[config.mk]
export PLATFORM = sky130hd
export DESIGN_NAME = alc_regs
export DESIGN_NICKNAME = d
export VERILOG_FILES = /design/src/inc/alc_pkg.sv /design/src/rtl/alc_regs.sv
export SDC_FILE = /design/constraint.sdc
export NUM_CORES = 1
export LEC_CHECK = 0
export BUFFER_PORTS_ARGS = -buffer_cell sky130_fd_sc_hd__buf_2
export CORE_MARGIN = 4
export CORE_UTILIZATION = 55
export CTS_BUF_LIST = sky130_fd_sc_hd__clkbuf_8
export DETAILED_ROUTE_END_ITERATION = 8
export PLACE_DENSITY = 0.8
export SLEW_MARGIN = 30
export SYNTH_ARGS = -nofsm -noshare
export SYNTH_HDL_FRONTEND = slang
export SYNTH_SLANG_ARGS = --single-unit
[constraint.sdc]
create_clock -name mclk -period 2.8 [get_ports mclk]
set_input_delay 0.28 -clock mclk [delete_from_list [all_inputs] [get_ports mclk]]
set_output_delay 0.28 -clock mclk [all_outputs]
set_load 0.005 [all_outputs]
[src/inc/alc_pkg.sv]
package alc_pkg;
  localparam int ADDR_W = 3;
  localparam int DATA_W = 8;
  // Register indices, one byte each
  localparam logic [2:0] ADDR_REG_CTRL = 3'h0;
  localparam logic [2:0] ADDR_SW_LOW = 3'h1;
  localparam logic [2:0] ADDR_SW_HIGH = 3'h2;
  localparam logic [2:0] ADDR_SUPPLY = 3'h3;
  localparam logic [2:0] ADDR_AMP_CTRL = 3'h4;
  localparam logic [2:0] ADDR_OFFSET = 3'h5;
  localparam logic [2:0] ADDR_GAIN_LOW = 3'h6;
  localparam logic [2:0] ADDR_GAIN_HIGH = 3'h7;
  // Field positions
  localparam int REF_LINK_BIT = 7;
  localparam int AMP_EN_BIT = 6;
  localparam int AMP_STAT_BIT = 5;
  localparam int CAL_MODE_BIT = 7;
  // Implemented-bit masks
  localparam logic [7:0] MASK_REG_CTRL = 8'h87;
  localparam logic [7:0] MASK_SW_HIGH = 8'h01;
  localparam logic [7:0] MASK_SUPPLY = 8'h03;
  localparam logic [7:0] MASK_AMP_CTRL = 8'h43;
  localparam logic [7:0] MASK_GAIN_HIGH = 8'h01;
  // Reset values
  localparam logic [7:0] RST_ZERO = 8'h00;
  localparam logic [7:0] RST_OFFSET = 8'h20;
  typedef enum logic [2:0] {
    ALC_LDO_HIZ = 3'b000,
    ALC_LDO_BYPASS = 3'b001,
    ALC_LDO_2V2 = 3'b010,
    ALC_LDO_2V5 = 3'b011,
    ALC_LDO_3V0 = 3'b110
  } alc_ldo_mode_t;
  typedef struct packed {
    logic [2:0] addr;
    logic [7:0] wdata;
    logic wr;
    logic rd;
  } alc_bus_req_t;
  typedef struct packed {
    alc_ldo_mode_t ldo_mode;
    logic ldo_on;
    logic reference_link_switch;
    logic [8:0] path_switch;
    logic [1:0] supply_select;
    logic amp_enable;
    logic [1:0] amp_bandwidth_field;
    logic calibration_mode_select;
    logic [6:0] offset_code;
    logic [8:0] gain_code;
  } alc_ctrl_t;
endpackage

[src/rtl/alc_regs.sv]
// Decided for this implementation: the address map and the strobed register port.
`timescale 1ns/100ps
// Functional notes
// - Mode x00 hi-z off, x01 bypass off
// - Mode 010 2.2V, 011 2.5V, 11x 3.0V
// - Regulator bit 7 closes reference link switch
// - Regulator bits 6..3 read zero
// - Nine path bits close switches when one
// - Path high bits 7..1 read zero
// - Supply bits pick regulator when one
// - Amp control bit 6 enables amplifier
// - Output status bit is read only
// - Calibration mode: status follows amplifier output
// - Normal mode: status reads zero
// - Bandwidth field selects four bandwidths
// - Offset bit 7 selects calibration mode
module alc_regs
  import alc_pkg::*;
(
  // Clock and reset
  input wire logic mclk,
  input wire logic rst_n,
  // Register port
  input wire alc_bus_req_t req,
  output alc_ctrl_t ctrl,
  output logic [7:0] rdata,
  // Analog status
  input wire logic amp_out_raw
);
  logic [7:0] reg_ctrl, sw_low, sw_high, supply, amp_ctrl, offset, gain_low, gain_high;
  logic amp_sync1, amp_sync2;
  logic stat;
  alc_ctrl_t next_ctrl;
  logic [7:0] next_rdata;
  wire cal_mode = offset[CAL_MODE_BIT];
  wire [7:0] amp_read = (amp_ctrl & MASK_AMP_CTRL) | ({7'h00, stat} << AMP_STAT_BIT);
  wire [2:0] mode = reg_ctrl[2:0];
  alc_ldo_mode_t next_mode;

  // Decode mode: top bit ignored when low bits are x0x with bit1 clear
  always_comb begin
    case (mode)
      3'b000, 3'b100: next_mode = ALC_LDO_HIZ;
      3'b001, 3'b101: next_mode = ALC_LDO_BYPASS;
      3'b010: next_mode = ALC_LDO_2V2;
      3'b011: next_mode = ALC_LDO_2V5;
      3'b110, 3'b111: next_mode = ALC_LDO_3V0;
      default: next_mode = ALC_LDO_HIZ;
    endcase
  end

  always_comb begin
    next_ctrl.ldo_mode = next_mode;
    next_ctrl.ldo_on = mode[1];
    next_ctrl.reference_link_switch = reg_ctrl[REF_LINK_BIT];
    next_ctrl.path_switch = {sw_high[0], sw_low};
    next_ctrl.supply_select = supply[1:0];
    next_ctrl.amp_enable = amp_ctrl[AMP_EN_BIT];
    next_ctrl.amp_bandwidth_field = amp_ctrl[1:0];
    next_ctrl.calibration_mode_select = cal_mode;
    next_ctrl.offset_code = offset[6:0];
    next_ctrl.gain_code = {gain_high[0], gain_low};
  end

  // Read selection; reserved bits always come back as zero
  wire [7:0] read_reg_ctrl = reg_ctrl & MASK_REG_CTRL;
  wire [7:0] read_sw_high = sw_high & MASK_SW_HIGH;
  wire [7:0] read_supply = supply & MASK_SUPPLY;
  wire [7:0] read_gain_high = gain_high & MASK_GAIN_HIGH;
  assign next_rdata = (req.addr == ADDR_REG_CTRL) ? read_reg_ctrl :
    (req.addr == ADDR_SW_LOW) ? sw_low :
    (req.addr == ADDR_SW_HIGH) ? read_sw_high :
    (req.addr == ADDR_SUPPLY) ? read_supply :
    (req.addr == ADDR_AMP_CTRL) ? amp_read :
    (req.addr == ADDR_OFFSET) ? offset :
    (req.addr == ADDR_GAIN_LOW) ? gain_low :
    read_gain_high;

  // Amplifier output crosses in through two flops
  always_ff @(posedge mclk or negedge rst_n) begin
    if (!rst_n) begin
      amp_sync1 <= 1'b0;
      amp_sync2 <= 1'b0;
      stat <= 1'b0;
    end else begin
      amp_sync1 <= amp_out_raw;
      amp_sync2 <= amp_sync1;
      stat <= cal_mode & amp_sync2;
    end
  end

  // Regulator mode and reference link
  alc_byte_reg #(
    .INDEX(ADDR_REG_CTRL),
    .MASK(MASK_REG_CTRL),
    .RESET_VALUE(RST_ZERO)
  ) u_reg_ctrl (
    .mclk(mclk),
    .rst_n(rst_n),
    .req(req),
    .value(reg_ctrl)
  );

  // Path switches, low eight
  alc_byte_reg #(
    .INDEX(ADDR_SW_LOW),
    .RESET_VALUE(RST_ZERO)
  ) u_sw_low (
    .mclk(mclk),
    .rst_n(rst_n),
    .req(req),
    .value(sw_low)
  );

  // Path switch, ninth
  alc_byte_reg #(
    .INDEX(ADDR_SW_HIGH),
    .MASK(MASK_SW_HIGH),
    .RESET_VALUE(RST_ZERO)
  ) u_sw_high (
    .mclk(mclk),
    .rst_n(rst_n),
    .req(req),
    .value(sw_high)
  );

  // Amplifier supply selection
  alc_byte_reg #(
    .INDEX(ADDR_SUPPLY),
    .MASK(MASK_SUPPLY),
    .RESET_VALUE(RST_ZERO)
  ) u_supply (
    .mclk(mclk),
    .rst_n(rst_n),
    .req(req),
    .value(supply)
  );

  // Amplifier control; status position is never stored
  alc_byte_reg #(
    .INDEX(ADDR_AMP_CTRL),
    .MASK(MASK_AMP_CTRL),
    .RESET_VALUE(RST_ZERO)
  ) u_amp_ctrl (
    .mclk(mclk),
    .rst_n(rst_n),
    .req(req),
    .value(amp_ctrl)
  );

  // Offset trim and calibration mode
  alc_byte_reg #(
    .INDEX(ADDR_OFFSET),
    .RESET_VALUE(RST_OFFSET)
  ) u_offset (
    .mclk(mclk),
    .rst_n(rst_n),
    .req(req),
    .value(offset)
  );

  // Gain resistor, low eight
  alc_byte_reg #(
    .INDEX(ADDR_GAIN_LOW),
    .RESET_VALUE(RST_ZERO)
  ) u_gain_low (
    .mclk(mclk),
    .rst_n(rst_n),
    .req(req),
    .value(gain_low)
  );

  // Gain resistor, ninth
  alc_byte_reg #(
    .INDEX(ADDR_GAIN_HIGH),
    .MASK(MASK_GAIN_HIGH),
    .RESET_VALUE(RST_ZERO)
  ) u_gain_high (
    .mclk(mclk),
    .rst_n(rst_n),
    .req(req),
    .value(gain_high)
  );

  always_ff @(posedge mclk or negedge rst_n) begin
    if (!rst_n) begin
      ctrl <= '0;
      rdata <= RST_ZERO;
    end else begin
      ctrl <= next_ctrl;
      rdata <= req.rd ? next_rdata : RST_ZERO;
    end
  end

  status_zero_a: assert property (@(posedge mclk) disable iff (!rst_n)
    !cal_mode |=> !stat) else $error("status not zero in normal mode");
  status_follow_a: assert property (@(posedge mclk) disable iff (!rst_n)
    cal_mode && $stable(cal_mode) |=> stat == $past(amp_sync2))
    else $error("status not following amplifier");
  mode_decode_a: assert property (@(posedge mclk) disable iff (!rst_n)
    reg_ctrl[2:1] == 2'b11 |=> ctrl.ldo_mode == ALC_LDO_3V0)
    else $error("mode 11x not decoded");
  hiz_decode_a: assert property (@(posedge mclk) disable iff (!rst_n)
    reg_ctrl[1:0] == 2'b00 |=> ctrl.ldo_mode == ALC_LDO_HIZ && !ctrl.ldo_on)
    else $error("mode x00 not decoded");
  link_follow_a: assert property (@(posedge mclk) disable iff (!rst_n)
    req.wr && req.addr == ADDR_REG_CTRL |=> ##1 ctrl.reference_link_switch == $past(req.wdata[7], 2))
    else $error("reference link not updated");
  reserved_read_a: assert property (@(posedge mclk) disable iff (!rst_n)
    req.rd && req.addr == ADDR_REG_CTRL |=> rdata[6:3] == 4'h0)
    else $error("regulator reserved bits nonzero");
  high_read_a: assert property (@(posedge mclk) disable iff (!rst_n)
    req.rd && req.addr == ADDR_SW_HIGH |=> rdata[7:1] == 7'h00)
    else $error("path high reserved bits nonzero");
  supply_read_a: assert property (@(posedge mclk) disable iff (!rst_n)
    req.rd && req.addr == ADDR_SUPPLY |=> rdata[7:2] == 6'h00)
    else $error("supply reserved bits nonzero");
  enable_follow_a: assert property (@(posedge mclk) disable iff (!rst_n)
    req.wr && req.addr == ADDR_AMP_CTRL |=> ##1 ctrl.amp_enable == $past(req.wdata[6], 2))
    else $error("amplifier enable not updated");
  status_ro_a: assert property (@(posedge mclk) disable iff (!rst_n)
    req.wr && req.addr == ADDR_AMP_CTRL |=> !amp_ctrl[AMP_STAT_BIT])
    else $error("status bit was written");
  path_hold_a: assert property (@(posedge mclk) disable iff (!rst_n)
    !(req.wr && req.addr == ADDR_SW_LOW) |=> $stable(sw_low))
    else $error("path switches changed without write");
  bypass_decode_a: assert property (@(posedge mclk) disable iff (!rst_n)
    reg_ctrl[1:0] == 2'b01 |=> ctrl.ldo_mode == ALC_LDO_BYPASS && !ctrl.ldo_on)
    else $error("mode x01 not decoded");
  low_volt_a: assert property (@(posedge mclk) disable iff (!rst_n)
    reg_ctrl[2:0] == 3'b010 |=> ctrl.ldo_mode == ALC_LDO_2V2 && ctrl.ldo_on)
    else $error("mode 010 not decoded");
  mid_volt_a: assert property (@(posedge mclk) disable iff (!rst_n)
    reg_ctrl[2:0] == 3'b011 |=> ctrl.ldo_mode == ALC_LDO_2V5 && ctrl.ldo_on)
    else $error("mode 011 not decoded");
  path_low_a: assert property (@(posedge mclk) disable iff (!rst_n)
    req.wr && req.addr == ADDR_SW_LOW |=> ##1 ctrl.path_switch[7:0] == $past(req.wdata, 2))
    else $error("low path switches not updated");
  path_high_a: assert property (@(posedge mclk) disable iff (!rst_n)
    req.wr && req.addr == ADDR_SW_HIGH |=> ##1 ctrl.path_switch[8] == $past(req.wdata[0], 2))
    else $error("ninth path switch not updated");
  supply_follow_a: assert property (@(posedge mclk) disable iff (!rst_n)
    req.wr && req.addr == ADDR_SUPPLY |=> ##1 ctrl.supply_select == $past(req.wdata[1:0], 2))
    else $error("supply select not updated");
  bandwidth_follow_a: assert property (@(posedge mclk) disable iff (!rst_n)
    req.wr && req.addr == ADDR_AMP_CTRL |=> ##1
    ctrl.amp_bandwidth_field == $past(req.wdata[1:0], 2))
    else $error("bandwidth not updated");
  cal_follow_a: assert property (@(posedge mclk) disable iff (!rst_n)
    req.wr && req.addr == ADDR_OFFSET |=> ##1 ctrl.calibration_mode_select == $past(req.wdata[7], 2))
    else $error("calibration mode not updated");
  amp_reserved_a: assert property (@(posedge mclk) disable iff (!rst_n)
    req.rd && req.addr == ADDR_AMP_CTRL |=> !rdata[7] && rdata[4:2] == 3'h0)
    else $error("amplifier reserved bits nonzero");
  status_read_a: assert property (@(posedge mclk) disable iff (!rst_n)
    req.rd && req.addr == ADDR_AMP_CTRL |=> rdata[AMP_STAT_BIT] == $past(stat))
    else $error("status bit not read back");
  ctrl_hold_a: assert property (@(posedge mclk) disable iff (!rst_n)
    !(req.wr && req.addr == ADDR_REG_CTRL) |=> $stable(reg_ctrl))
    else $error("regulator control changed without write");
  supply_hold_a: assert property (@(posedge mclk) disable iff (!rst_n)
    !(req.wr && req.addr == ADDR_SUPPLY) |=> $stable(supply))
    else $error("supply select changed without write");
  offset_follow_a: assert property (@(posedge mclk) disable iff (!rst_n)
    req.wr && req.addr == ADDR_OFFSET |=> ##1 ctrl.offset_code == $past(req.wdata[6:0], 2))
    else $error("offset code not updated");
  gain_follow_a: assert property (@(posedge mclk) disable iff (!rst_n)
    req.wr && req.addr == ADDR_GAIN_LOW |=> ##1 ctrl.gain_code[7:0] == $past(req.wdata, 2))
    else $error("gain code not updated");
  reg_reserved_a: assert property (@(posedge mclk) disable iff (!rst_n)
    reg_ctrl[6:3] == 4'h0)
    else $error("regulator reserved bits stored");
endmodule

// One register byte; unimplemented bits are dropped on write
module alc_byte_reg
  import alc_pkg::*;
#(
  parameter logic [2:0] INDEX = 3'h0,
  parameter logic [7:0] MASK = 8'hFF,
  parameter logic [7:0] RESET_VALUE = 8'h00
) (
  // Clock and reset
  input wire logic mclk,
  input wire logic rst_n,
  // Register port
  input wire alc_bus_req_t req,
  // Stored byte
  output logic [7:0] value
);
  wire hit = req.wr && (req.addr == INDEX);
  wire [7:0] next_value = hit ? (req.wdata & MASK) : value;

  always_ff @(posedge mclk or negedge rst_n) begin
    if (!rst_n) begin
      value <= RESET_VALUE;
    end else begin
      value <= next_value;
    end
  end
endmodule

* After elaboration in Yosys (flattened, before gate mapping) *
Memories as Yosys holds them, arrays and structs flattened. A register that Yosys moved wholly into a read port is not among the register bits.
Index checks and enable logic that the tools add are counted.

operators by class
  equal/unequal tests = 7
  mux-type cells = 8
  bitwise operators = 2
  reductions and logical operators = 10

operators by type and width
  cell                                           count
  2-to-1 mux 8 bit                               8
  == test 3 bit, second input constant           4
  logical AND 1 bit                              8
  bitwise OR 7 x 6 -> 7 bit                      1
  == test 3 x 2 -> 1 bit, second input constant  2
  == test 3 x 1 -> 1 bit, second input constant  1
  logical NOT 3 bit                              1
  AND 1 bit                                      1
  logical NOT 1 bit                              1

storage, ports and cells
  memories = 1
  ROM bits = 24
  register bits = 79
  output and inout bits = 44

memory list
  name             depth  bits a word  read ports  clocked after memory_dff  wr ports  RTL line        source
  (no name shown)  8      3            1           1                         0         alc_regs.sv:42  case (mode)

* Longest topological paths before layout *
Gate-level depths: netlist of the first run.

  word-level depth = 9
  depth in mapped cells = 5
  depth with buffers taken out = 3

* By module *
From an unflattened synthesis of the first run, not the netlist that was laid out.

second synthesis, totals
  cells, all modules = 215
  area total of the unflattened synthesis = 3246.9 µm²

by module, submodules not included
  module                      sequential area each (µm²)  area each (µm²)  instances  cells each
  alc_regs                    1151.1                      1532.7           1          102
  alc_byte_reg (u_sw_low)     200.2                       344.1            1          18
  alc_byte_reg (u_offset)     201.4                       315.3            1          17
  alc_byte_reg (u_gain_low)   200.2                       314.1            1          17
  alc_byte_reg (u_reg_ctrl)   100.1                       202.7            1          14
  alc_byte_reg (u_amp_ctrl)   75.1                        177.7            1          13
  alc_byte_reg (u_supply)     50.0                        152.6            1          12
  alc_byte_reg (u_sw_high)    25.0                        108.9            1          11
  alc_byte_reg (u_gain_high)  25.0                        98.8             1          11

* Least setup slack after synthesis of the first run *
OpenSTA, ideal clock, no wires.

  path type = input to register
  from = input port req[10] (netlist name)
  to = register u_sw_low.value[0]
  setup time = 0.125 ns
  data arrival time = 1.111 ns
  stages = 4
  path slack = 1.564 ns
  path through = buf_4 -> nand2b_1 -> nor2_8 -> mux2_2

on the way
  longest elaborated chain between the ends = 2

ends and longest elaborated chain
  what                    RTL line         source
  from (decl)             alc_regs.sv:24   input wire alc_bus_req_t req,
  == test 3 x 1 -> 1 bit  alc_regs.sv:291  wire hit = req.wr && (req.addr == INDEX);
  logical AND 1 bit       alc_regs.sv:291
  to (signal assigned)    alc_regs.sv:298  value <= next_value;
  to (decl)               alc_regs.sv:289  output logic [7:0] value

No other way between the ends.
A chain may end at the register's enable or synchronous reset.

* Worst setup path in the final report of the first run *
Same ends and word-level chain as after synthesis.

==> impl_metrics.yaml, run 1 <==
grt:
  grt_overflow_total: 0
  use_met2: 0.287
  met3_usage: 0.0553
  grtUsageMet1: 0.260
  grt_pass1_vias: 1861
  grt_max_degree: 82
  grt_busiest_layer: "met2"
  grtUsageTotal: 0.191
  grt_pass1_wl_mm: 9.41
  antenna_found_initial: 0
run:
  max-cap-violations: 0
synth:
  yosysUniqueCellTypes: 38
  synth_seq_area_share: 0.668
  avgSynthCellArea_um2: 16.0
  synth_area_um2: 3040
  synth_top_area_frac: 0.660
  synthTopCellsByArea: "dfrtp_1 (66%), mux2_2 (14%), buf_6 (1.5%)"
  syn-num-nets: 206
  ys_ff_latch: 81
  synthesis.instances: 190
  yosysWarnings: 0
  synth_top_cell_by_area: "dfrtp_1"
floorplanning:
  num_rows: 26
  dieArea_um2: 6770
  fp.dieH_um: 82.3
  core_um2: 5240
  die-width_um: 82.3
  start_util: 0.580
  io_pins: 60
timing:
  hold_viol: 80
  clock.fmax_ghz: 0.719
  setup_tns_ps: 0
  hold_slack_ps: -44.4
  skew_ps: 9.13
  slew_viol_final: 0
  grt_setup_unrepaired: "no"
  slew-limit-headroom: 0.538
  min_period_ps: 1390
  finalSetupViolCount: 0
  min_period_over_period: 0.497
  worstMarginPinSlew_ps: 693
worst_setup_path:
  crit_required_ps: 3030
  arrival_ps: 1620
  rr_worst_depth: 3
  critPathMaxFanout: 27
  r2r_start: "u_amp_ctrl.value[1]"
  r2r-end: "rdata[1]"
  critPathLaunchType: "input port"
  endpoint_kind: "register"
  path_class: "in2reg"
  r2r_slack_ps: 1560
finish:
  utilization: 0.672
  syn2layout_area_growth_pct: 16.0
  fin_nets: 267
  diodes: 0
  drive_gt1_frac: 0.465
route:
  detail-route-antenna-nets: 0
  drcViolationCount: 0
  routedWlPerCell_um: 17.4
  vias: 1816
  dr.pass1.iters: 4
  vias_per_cell: 5.57
  wl_mm: 5.68
  drtIter0Drc: 96
power_and_ir_drop:
  pwr-share-comb: 0.151
  pwr-share-clk: 0.277
  peakVddDrop_uv: 423
  p_int_mw: 1.99
  p_sw_frac: 0.257
  p_leak_nw: 1.69
  p_sw_mw: 0.688
  finalPower_mw: 2.68
  seqPwrFrac: 0.572
  power_density_nw_per_um2: 761
clocking:
  htreeDepth: 3
  post_cts_resized: 0
  insertion_delay_ps: 340
  hold_buffers: 0
  clock_sinks: 81
  clk_path_buf_depth: 2
  cts_buffers: 9
  cts_tree: "built"
  cts_setup_buffers: 0
  path_clk_slew_ps: 70
  cts_root_buf: "clkbuf_8"
worst_hold_path:
  holdCritPathClass: "in2async"
placed_design:
  gp_congestion: 0.743
  place_hpwl_mm: 3.60
  port_buffers: 59
run_status:
  status: "complete, but fails checks"
  violations: "hold timing"
-- cells in the final DEF, fill, tap and decap left out, types with 2 or more instances in the layout --
cell       netlist  layout
dfrtp_1         80      80
buf_2            2      58
mux2_2          38      38
clkbuf_8         0      11
nand3b_1         5       5
inv_1            1       4
a31oi_1          4       4
mux2i_1          4       4
and2_1           4       4
nor2b_1          3       3
a21oi_1          3       3
nor3b_1          3       3
and3b_1          3       3
nor3_1           3       3
nand2_1          2       2
o21ai_0          2       2
nand2b_1         2       2
o2bb2ai_1        2       2
o21a_1           2       2
a211oi_1         2       2
nand4_1          2       2
-- cell usage after synthesis, drive strengths merged --
master	instances
nor2	2
buf	9
a221oi	1
nand4	3
nor2b	3
dfstp	1
nor3	4
inv	2
o21a	2
nand2	2
mux2	38
dfrtp	80
nor3b	3
and4b	1
nand3b	5
mux4	1
and3	1
a211oi	2
mux2i	4
a21oi	3
a211o	1
o41ai	1
a2111oi	1
o2bb2ai	2
and3b	3
nand4b	1
and2	4
o21ai	3
a31oi	4
nand2b	3
-- worst max path at each step --
| stage | from | to | slack [ps] |
|---|---|---|---|
| floorplan | req[10] | u_sw_low.value[0] | 1560 |
| global placement | req[10] | u_sw_low.value[5] | 1130 |
| detailed placement | req[10] | u_sw_low.value[7] | 1060 |
| CTS | req[10] | u_sw_low.value[0] | 1430 |
| global route | req[10] | u_sw_low.value[2] | 1360 |
| finish | req[10] | u_sw_low.value[0] | 1410 |
-- layer usage --
metal  share of wire  wire (µm)  vias to the layer above
met4           0.020        116                        0
li1                -          -                      805
met1            0.44       2510                      917
met3           0.076        434                       12
met2            0.46       2620                       82
met5               0          0                        -
-- flip-flops by register name, summed over array words and instances (netlist names) --
signal,flops
amp_sync2,1
u_offset.value,8
ctrl,35
rdata,8
u_reg_ctrl.value,4
u_supply.value,2
u_amp_ctrl.value,3
u_gain_high.value,1
stat,1
u_gain_low.value,8
u_sw_low.value,8
amp_sync1,1
u_sw_high.value,1
-- cells by family (layout without fill, tap and decap cells) --
logic type	after synthesis	after routing	share of synthesized area
AOI/OAI and AO/OA	20	20	0.0453
buffers and inverters	11	77	0.0280
DFF	81	81	0.668
muxes	43	43	0.162
and+or+nand+nor	35	35	0.0969
-- worst max-delay path, stage by stage --
cell      delay, ps
buf_2           440
nand2b_1        290
nor2_8          240
mux2_2          350
-- power groups by stage --
stage / logic [mW] / clock network [mW] / registers (mW)
after floorplan: 0.208 / 0 / 1.53
final: 0.405 / 0.743 / 1.53
after detailed placement: 0.411 / 0 / 1.55
after CTS: 0.413 / 0.762 / 1.53
after global routing: 0.456 / 0.808 / 1.56
after global placement: 0.399 / 0 / 1.54
-- cell type report --
type	instances	area, µm²
clock buffers	11	151
clock inverters	5	23.8
fillers	382	1720
inverters	2	7.51
multi-input cells	98	922
flip-flops and latches	81	2030
well taps	70	87.6
repair buffers	59	302
-- per-stage QoR --
step                      hold slack (ps)  worst slack, ps  instance area (µm²)  instances
after global routing                 15.6             1360                 3520        326
after CTS                            18.2             1430                 3520        326
after detailed placement              337             1060                 3340        310
after floorplan                     -15.6             1560                 3040        190
after global placement                332             1130                 3340        310
final                               -44.4             1410                 3520        326
Note: power is estimated with default switching activity, not from simulation.
==> run 2: changes to the inputs <==
--- a/config.mk
+++ b/config.mk
@@ -7,10 +7,10 @@
 export LEC_CHECK = 0
 export BUFFER_PORTS_ARGS = -buffer_cell sky130_fd_sc_hd__buf_2
 export CORE_MARGIN = 4
-export CORE_UTILIZATION = 55
+export CORE_UTILIZATION = 51
 export CTS_BUF_LIST = sky130_fd_sc_hd__clkbuf_8
 export DETAILED_ROUTE_END_ITERATION = 8
-export PLACE_DENSITY = 0.8
+export PLACE_DENSITY = 0.78
 export SLEW_MARGIN = 30
 export SYNTH_ARGS = -nofsm -noshare
 export SYNTH_HDL_FRONTEND = slang
==> constraint.sdc (replaced) <==
create_clock -name mclk -period 1.2 [get_ports mclk]
set_input_delay 0.12 -clock mclk [delete_from_list [all_inputs] [get_ports mclk]]
set_output_delay 0.12 -clock mclk [all_outputs]
set_load 0.005 [all_outputs]
==> impl_metrics.yaml, run 2 (synthesis gave the netlist of run 1 again) <==
timing:
  min_period_over_period: 1.01
  grt_setup_unrepaired: "yes"
  skew_ps: 7.37
  clock.fmax_ghz: 0.821
  hold_viol: 0
  finalSetupViolCount: 1
  setup_ws_ps: -17.8
  worstMarginPinSlew_ps: 313
  slew-limit-headroom: 0.789
  min_period_ps: 1220
  slew_viol_final: 0
clocking:
  cts_buffers: 9
  clk_path_buf_depth: 2
  insertion_delay_ps: 350
  cts_root_buf: "clkbuf_8"
  htreeDepth: 3
  cts_tree: "built"
  path_clk_slew_ps: 80
  clock_sinks: 81
power_and_ir_drop:
  power_density_nw_per_um2: 1770
  peakVddDrop_uv: 956
  p_leak_nw: 1.90
worst_setup_path:
  critPathMaxFanout: 2
  critPathLaunchType: "register"
  crit_required_ps: 1430
  arrival_ps: 1440
  path_class: "reg2reg"
  endpoint_kind: "register"
finish:
  largest_register_ffs: 35
  syn2layout_area_growth_pct: 29.4
  fin_cells: 360
  drive_gt1_frac: 0.542
  diodes: 0
  fin_nets: 299
  largest_register: "ctrl"
  layout_commonest_cell: "dfrtp_1"
  utilization: 0.696
  final_cell_area_um2: 3930
  final_cell_mix: "dfrtp_1 (80), buf_2 (58), mux2_2 (38)"
route:
  vias: 1890
  drcViolationCount: 0
  drtIter0Drc: 95
  dr.pass1.iters: 4
  detail-route-antenna-nets: 0
  vias_per_cell: 5.25
  wl_mm: 6.37
  routedWlPerCell_um: 17.7
floorplanning:
  core_um2: 5640
  num_rows: 27
  die-width_um: 85.1
  fp.dieH_um: 85.1
  start_util: 0.538
  io_pins: 60
  dieArea_um2: 7250
placed_design:
  pre_cts_slack_ps: -73.8
  port_buffers: 59
  place_inst: 341
  placed_cell_area_um2: 3640
  place_hpwl_mm: 4.41
  gp_congestion: 0.815
run_status:
  violations: "setup timing"
  status: "complete, but fails checks"
run:
  max-cap-violations: 0
grt:
  grtUsageTotal: 0.193
  grt_overflow_total: 0
  antenna_found_initial: 0
  grt_pass1_wl_mm: 10.6
  grt_max_degree: 34
  grt_pass1_vias: 2052
worst_hold_path:
  holdCritPathClass: "in2reg"
run 2: final cells by class:
class | count | area, µm²
flip-flops and latches | 81 | 2030
fillers | 377 | 1710
multi-input cells | 98 | 956
repair buffers | 91 | 618
clock buffers | 11 | 151
well taps | 72 | 90.1
clock inverters | 5 | 77.6
inverters | 2 | 7.51
run 2: critical path, stage by stage, from the launching register on:
cell	delay, ps
dfrtp_1	410
mux4_2	500
o21ai_2	130
a31oi_1	60
run 2: per-stage QoR:
| stage | total power [mW] | setup TNS (ps) | hold slack, ps |
|---|---|---|---|
| final | 6.96 | -17.8 | 30.1 |
| after CTS | 7.01 | -9.96 | 20.3 |
| after detailed placement | 4.75 | -829 | 34.9 |
| after global routing | 7.32 | -81.7 | 17.8 |
| after global placement | 4.69 | -64.4 | 30.2 |
| after floorplan | 4.07 | 0 | -176 |
run 2: routing by layer:
metal	vias up	routed length, µm	track usage
li1	874	-	-
met1	957	2830	0.264
met3	4	346	0.0515
met2	55	3120	0.299
met5	-	0	0
met4	0	62	0.0734
run 2: what timing repair did:
action / 4_1_cts / 5_1_grt
gates cloned: 0 / 0
resized for setup: 3 / 3
setup endpoints to repair: 2 / 3
pin swaps: 0 / 1
endpoints found under the hold margin: 82 / 0
hold buffers: 2 / 0
buffers inserted: 1 / 0
run 2: final timing paths:
kind / startpoint / to / cells past startpoint / slack [ps]
worst max-delay path: u_supply.value[0] / rdata[0] / 3 / -20
min in group asynchronous: rst_n / ctrl[22] / 2 / 200
worst min-delay path: req[5] / u_offset.value[3] / 2 / 30
max in group asynchronous: rst_n / amp_sync2 / 3 / 530
worst max register to register: u_supply.value[0] / rdata[0] / 3 / -20
worst min register to register: amp_sync1 / amp_sync2 / 0 / 360
run 2: power breakdown:
group | total (mW) | leakage (nW) | switching [mW] | internal [mW]
registers | 3.55 | 0.984 | 0.275 | 3.28
clock network | 2.23 | 0.115 | 0.953 | 1.28
logic | 1.18 | 0.796 | 0.494 | 0.683
==> run 3: changes to the inputs <==
--- a/config.mk
+++ b/config.mk
@@ -7,10 +7,10 @@
 export LEC_CHECK = 0
 export BUFFER_PORTS_ARGS = -buffer_cell sky130_fd_sc_hd__buf_2
 export CORE_MARGIN = 4
-export CORE_UTILIZATION = 51
+export CORE_UTILIZATION = 55
 export CTS_BUF_LIST = sky130_fd_sc_hd__clkbuf_8
 export DETAILED_ROUTE_END_ITERATION = 8
-export PLACE_DENSITY = 0.78
+export PLACE_DENSITY = 0.8
 export SLEW_MARGIN = 30
 export SYNTH_ARGS = -nofsm -noshare
 export SYNTH_HDL_FRONTEND = slang
==> constraint.sdc (replaced) <==
create_clock -name mclk -period 1.38 [get_ports mclk]
set_input_delay 0.138 -clock mclk [delete_from_list [all_inputs] [get_ports mclk]]
set_output_delay 0.138 -clock mclk [all_outputs]
set_load 0.005 [all_outputs]
==> impl_metrics.yaml, run 3 (synthesis gave the netlist of run 1 again) <==
finish:
  largest_register: "ctrl"
  diodes: 0
  largest_register_ffs: 35
  layout_commonest_cell: "dfrtp_1"
  fill_cells: 375
  regArea_um2: 2030
  fin_nets: 280
  final_cell_mix: "dfrtp_1 (80), buf_2 (58), mux2_2 (38)"
  drive_gt1_frac: 0.487
  utilization: 0.696
  multi_input_area_um2: 922
  syn2layout_area_growth_pct: 20.0
timing:
  slew-limit-headroom: 0.734
  grt_setup_unrepaired: "no"
  slew_viol_final: 0
  hold_viol: 0
  skew_ps: 7.41
  finalSetupViolCount: 0
  setup_tns_ps: 0
  min_period_over_period: 0.891
  clock.fmax_ghz: 0.813
  min_period_ps: 1230
  worstMarginPinSlew_ps: 389
grt:
  grt_overflow_total: 0
  grt_max_degree: 36
  grtUsageTotal: 0.196
  grt_pass1_vias: 1845
  antenna_found_initial: 0
  grt_pass1_wl_mm: 9.53
floorplanning:
  dieArea_um2: 6770
  start_util: 0.580
  fp.dieH_um: 82.3
  io_pins: 60
  core_um2: 5240
  die-width_um: 82.3
  num_rows: 26
worst_setup_path:
  r2r_slack_ps: 150
  critPathSlowestCell: "dfrtp_1"
  crit_required_ps: 1580
  path_class: "reg2reg"
  endpoint_kind: "register"
  critPathMaxStageDelay_ps: 400
  arrival_ps: 1430
  crit_chain: "and4b_1 -> a2111oi_0 -> a211oi_1"
  critPathLaunchType: "register"
  critPathMaxFanout: 3
clocking:
  cts_buffers: 9
  insertion_delay_ps: 340
  clk_path_buf_depth: 2
  cts_tree: "built"
  path_clk_slew_ps: 80
  post_cts_resized: 0
  hold_buffers: 2
  clock_sinks: 81
  cts_root_buf: "clkbuf_8"
  cts_setup_buffers: 0
  htreeDepth: 3
route:
  wl_mm: 5.63
  vias_per_cell: 5.34
  drtIter0Drc: 102
  vias: 1810
  drcViolationCount: 0
  dr.pass1.iters: 4
  detail-route-antenna-nets: 0
  routedWlPerCell_um: 16.6
run:
  max-cap-violations: 0
placed_design:
  gp_congestion: 0.794
  place_hpwl_mm: 3.94
  port_buffers: 59
worst_hold_path:
  holdCritPathClass: "in2reg"
power_and_ir_drop:
  p_leak_nw: 1.76
  peakVddDrop_uv: 1070
  power_density_nw_per_um2: 1510
  finalPower_mw: 5.50
run_status:
  status: "complete, no violations"
## run 3: cell count changes in the layout (fill, tap and decap cells not counted), sizes merged
cell	before	now
clkinv	2	1
inv	2	4
clkbuf	11	12
bufinv	2	0
buf	89	70
## run 3: worst paths after layout
path | start | to | cells past startpoint
min reg2reg | amp_sync1 | amp_sync2 | 0
max in group asynchronous | rst_n | u_offset.value[5] | 3
min in group asynchronous | rst_n | u_reg_ctrl.value[1] | 2
max reg2reg | u_gain_low.value[1] | rdata[1] | 3
min | req[6] | u_gain_low.value[4] | 2
max | u_gain_low.value[1] | rdata[1] | 3
## run 3: per-stage QoR
stage	cell area [µm²]	hold slack [ps]	setup WS [ps]	instances
6_report	3640	51.0	151	339
5_1_grt	3640	46.5	43.0	339
4_1_cts	3640	39.7	152	339
3_5_place_dp	3440	50.2	67.8	321
3_3_place_gp	3440	45.9	76.8	321
2_1_floorplan	3040	-158	280	190
## run 3: final cells by class
class,instances,area share
Inverter,2,0.00206
Sequential cell,81,0.557
Clock buffer,12,0.0453
Clock inverter,4,0.00549
Timing Repair Buffer,72,0.113
Tap cell,70,0.0240
Multi-Input combinational cell,98,0.253
## run 3: power breakdown
group          internal (mW)  total (mW)  switching (mW)  leakage, nW
clock                  0.785        1.55           0.761        0.101
sequential              2.85        3.10           0.249        0.984
combinational          0.486       0.852           0.367        0.673
total                   4.12        5.50            1.38         1.76
## run 3: critical path: cells and delay by family, from the launching register on
family	cells	cell delay [ps]
AOI/OAI and AO/OA	2	510
DFF	1	400
and+or+nand+nor	1	190
## run 3: routing by layer
| layer | GRT usage | wire (µm) | vias up |
|---|---|---|---|
| met5 | 0 | 0 | - |
| met4 | 0.106 | 170 | 0 |
| met3 | 0.0423 | 316 | 17 |
| met2 | 0.294 | 2670 | 58 |
| met1 | 0.266 | 2470 | 910 |
| li1 | - | - | 825 |
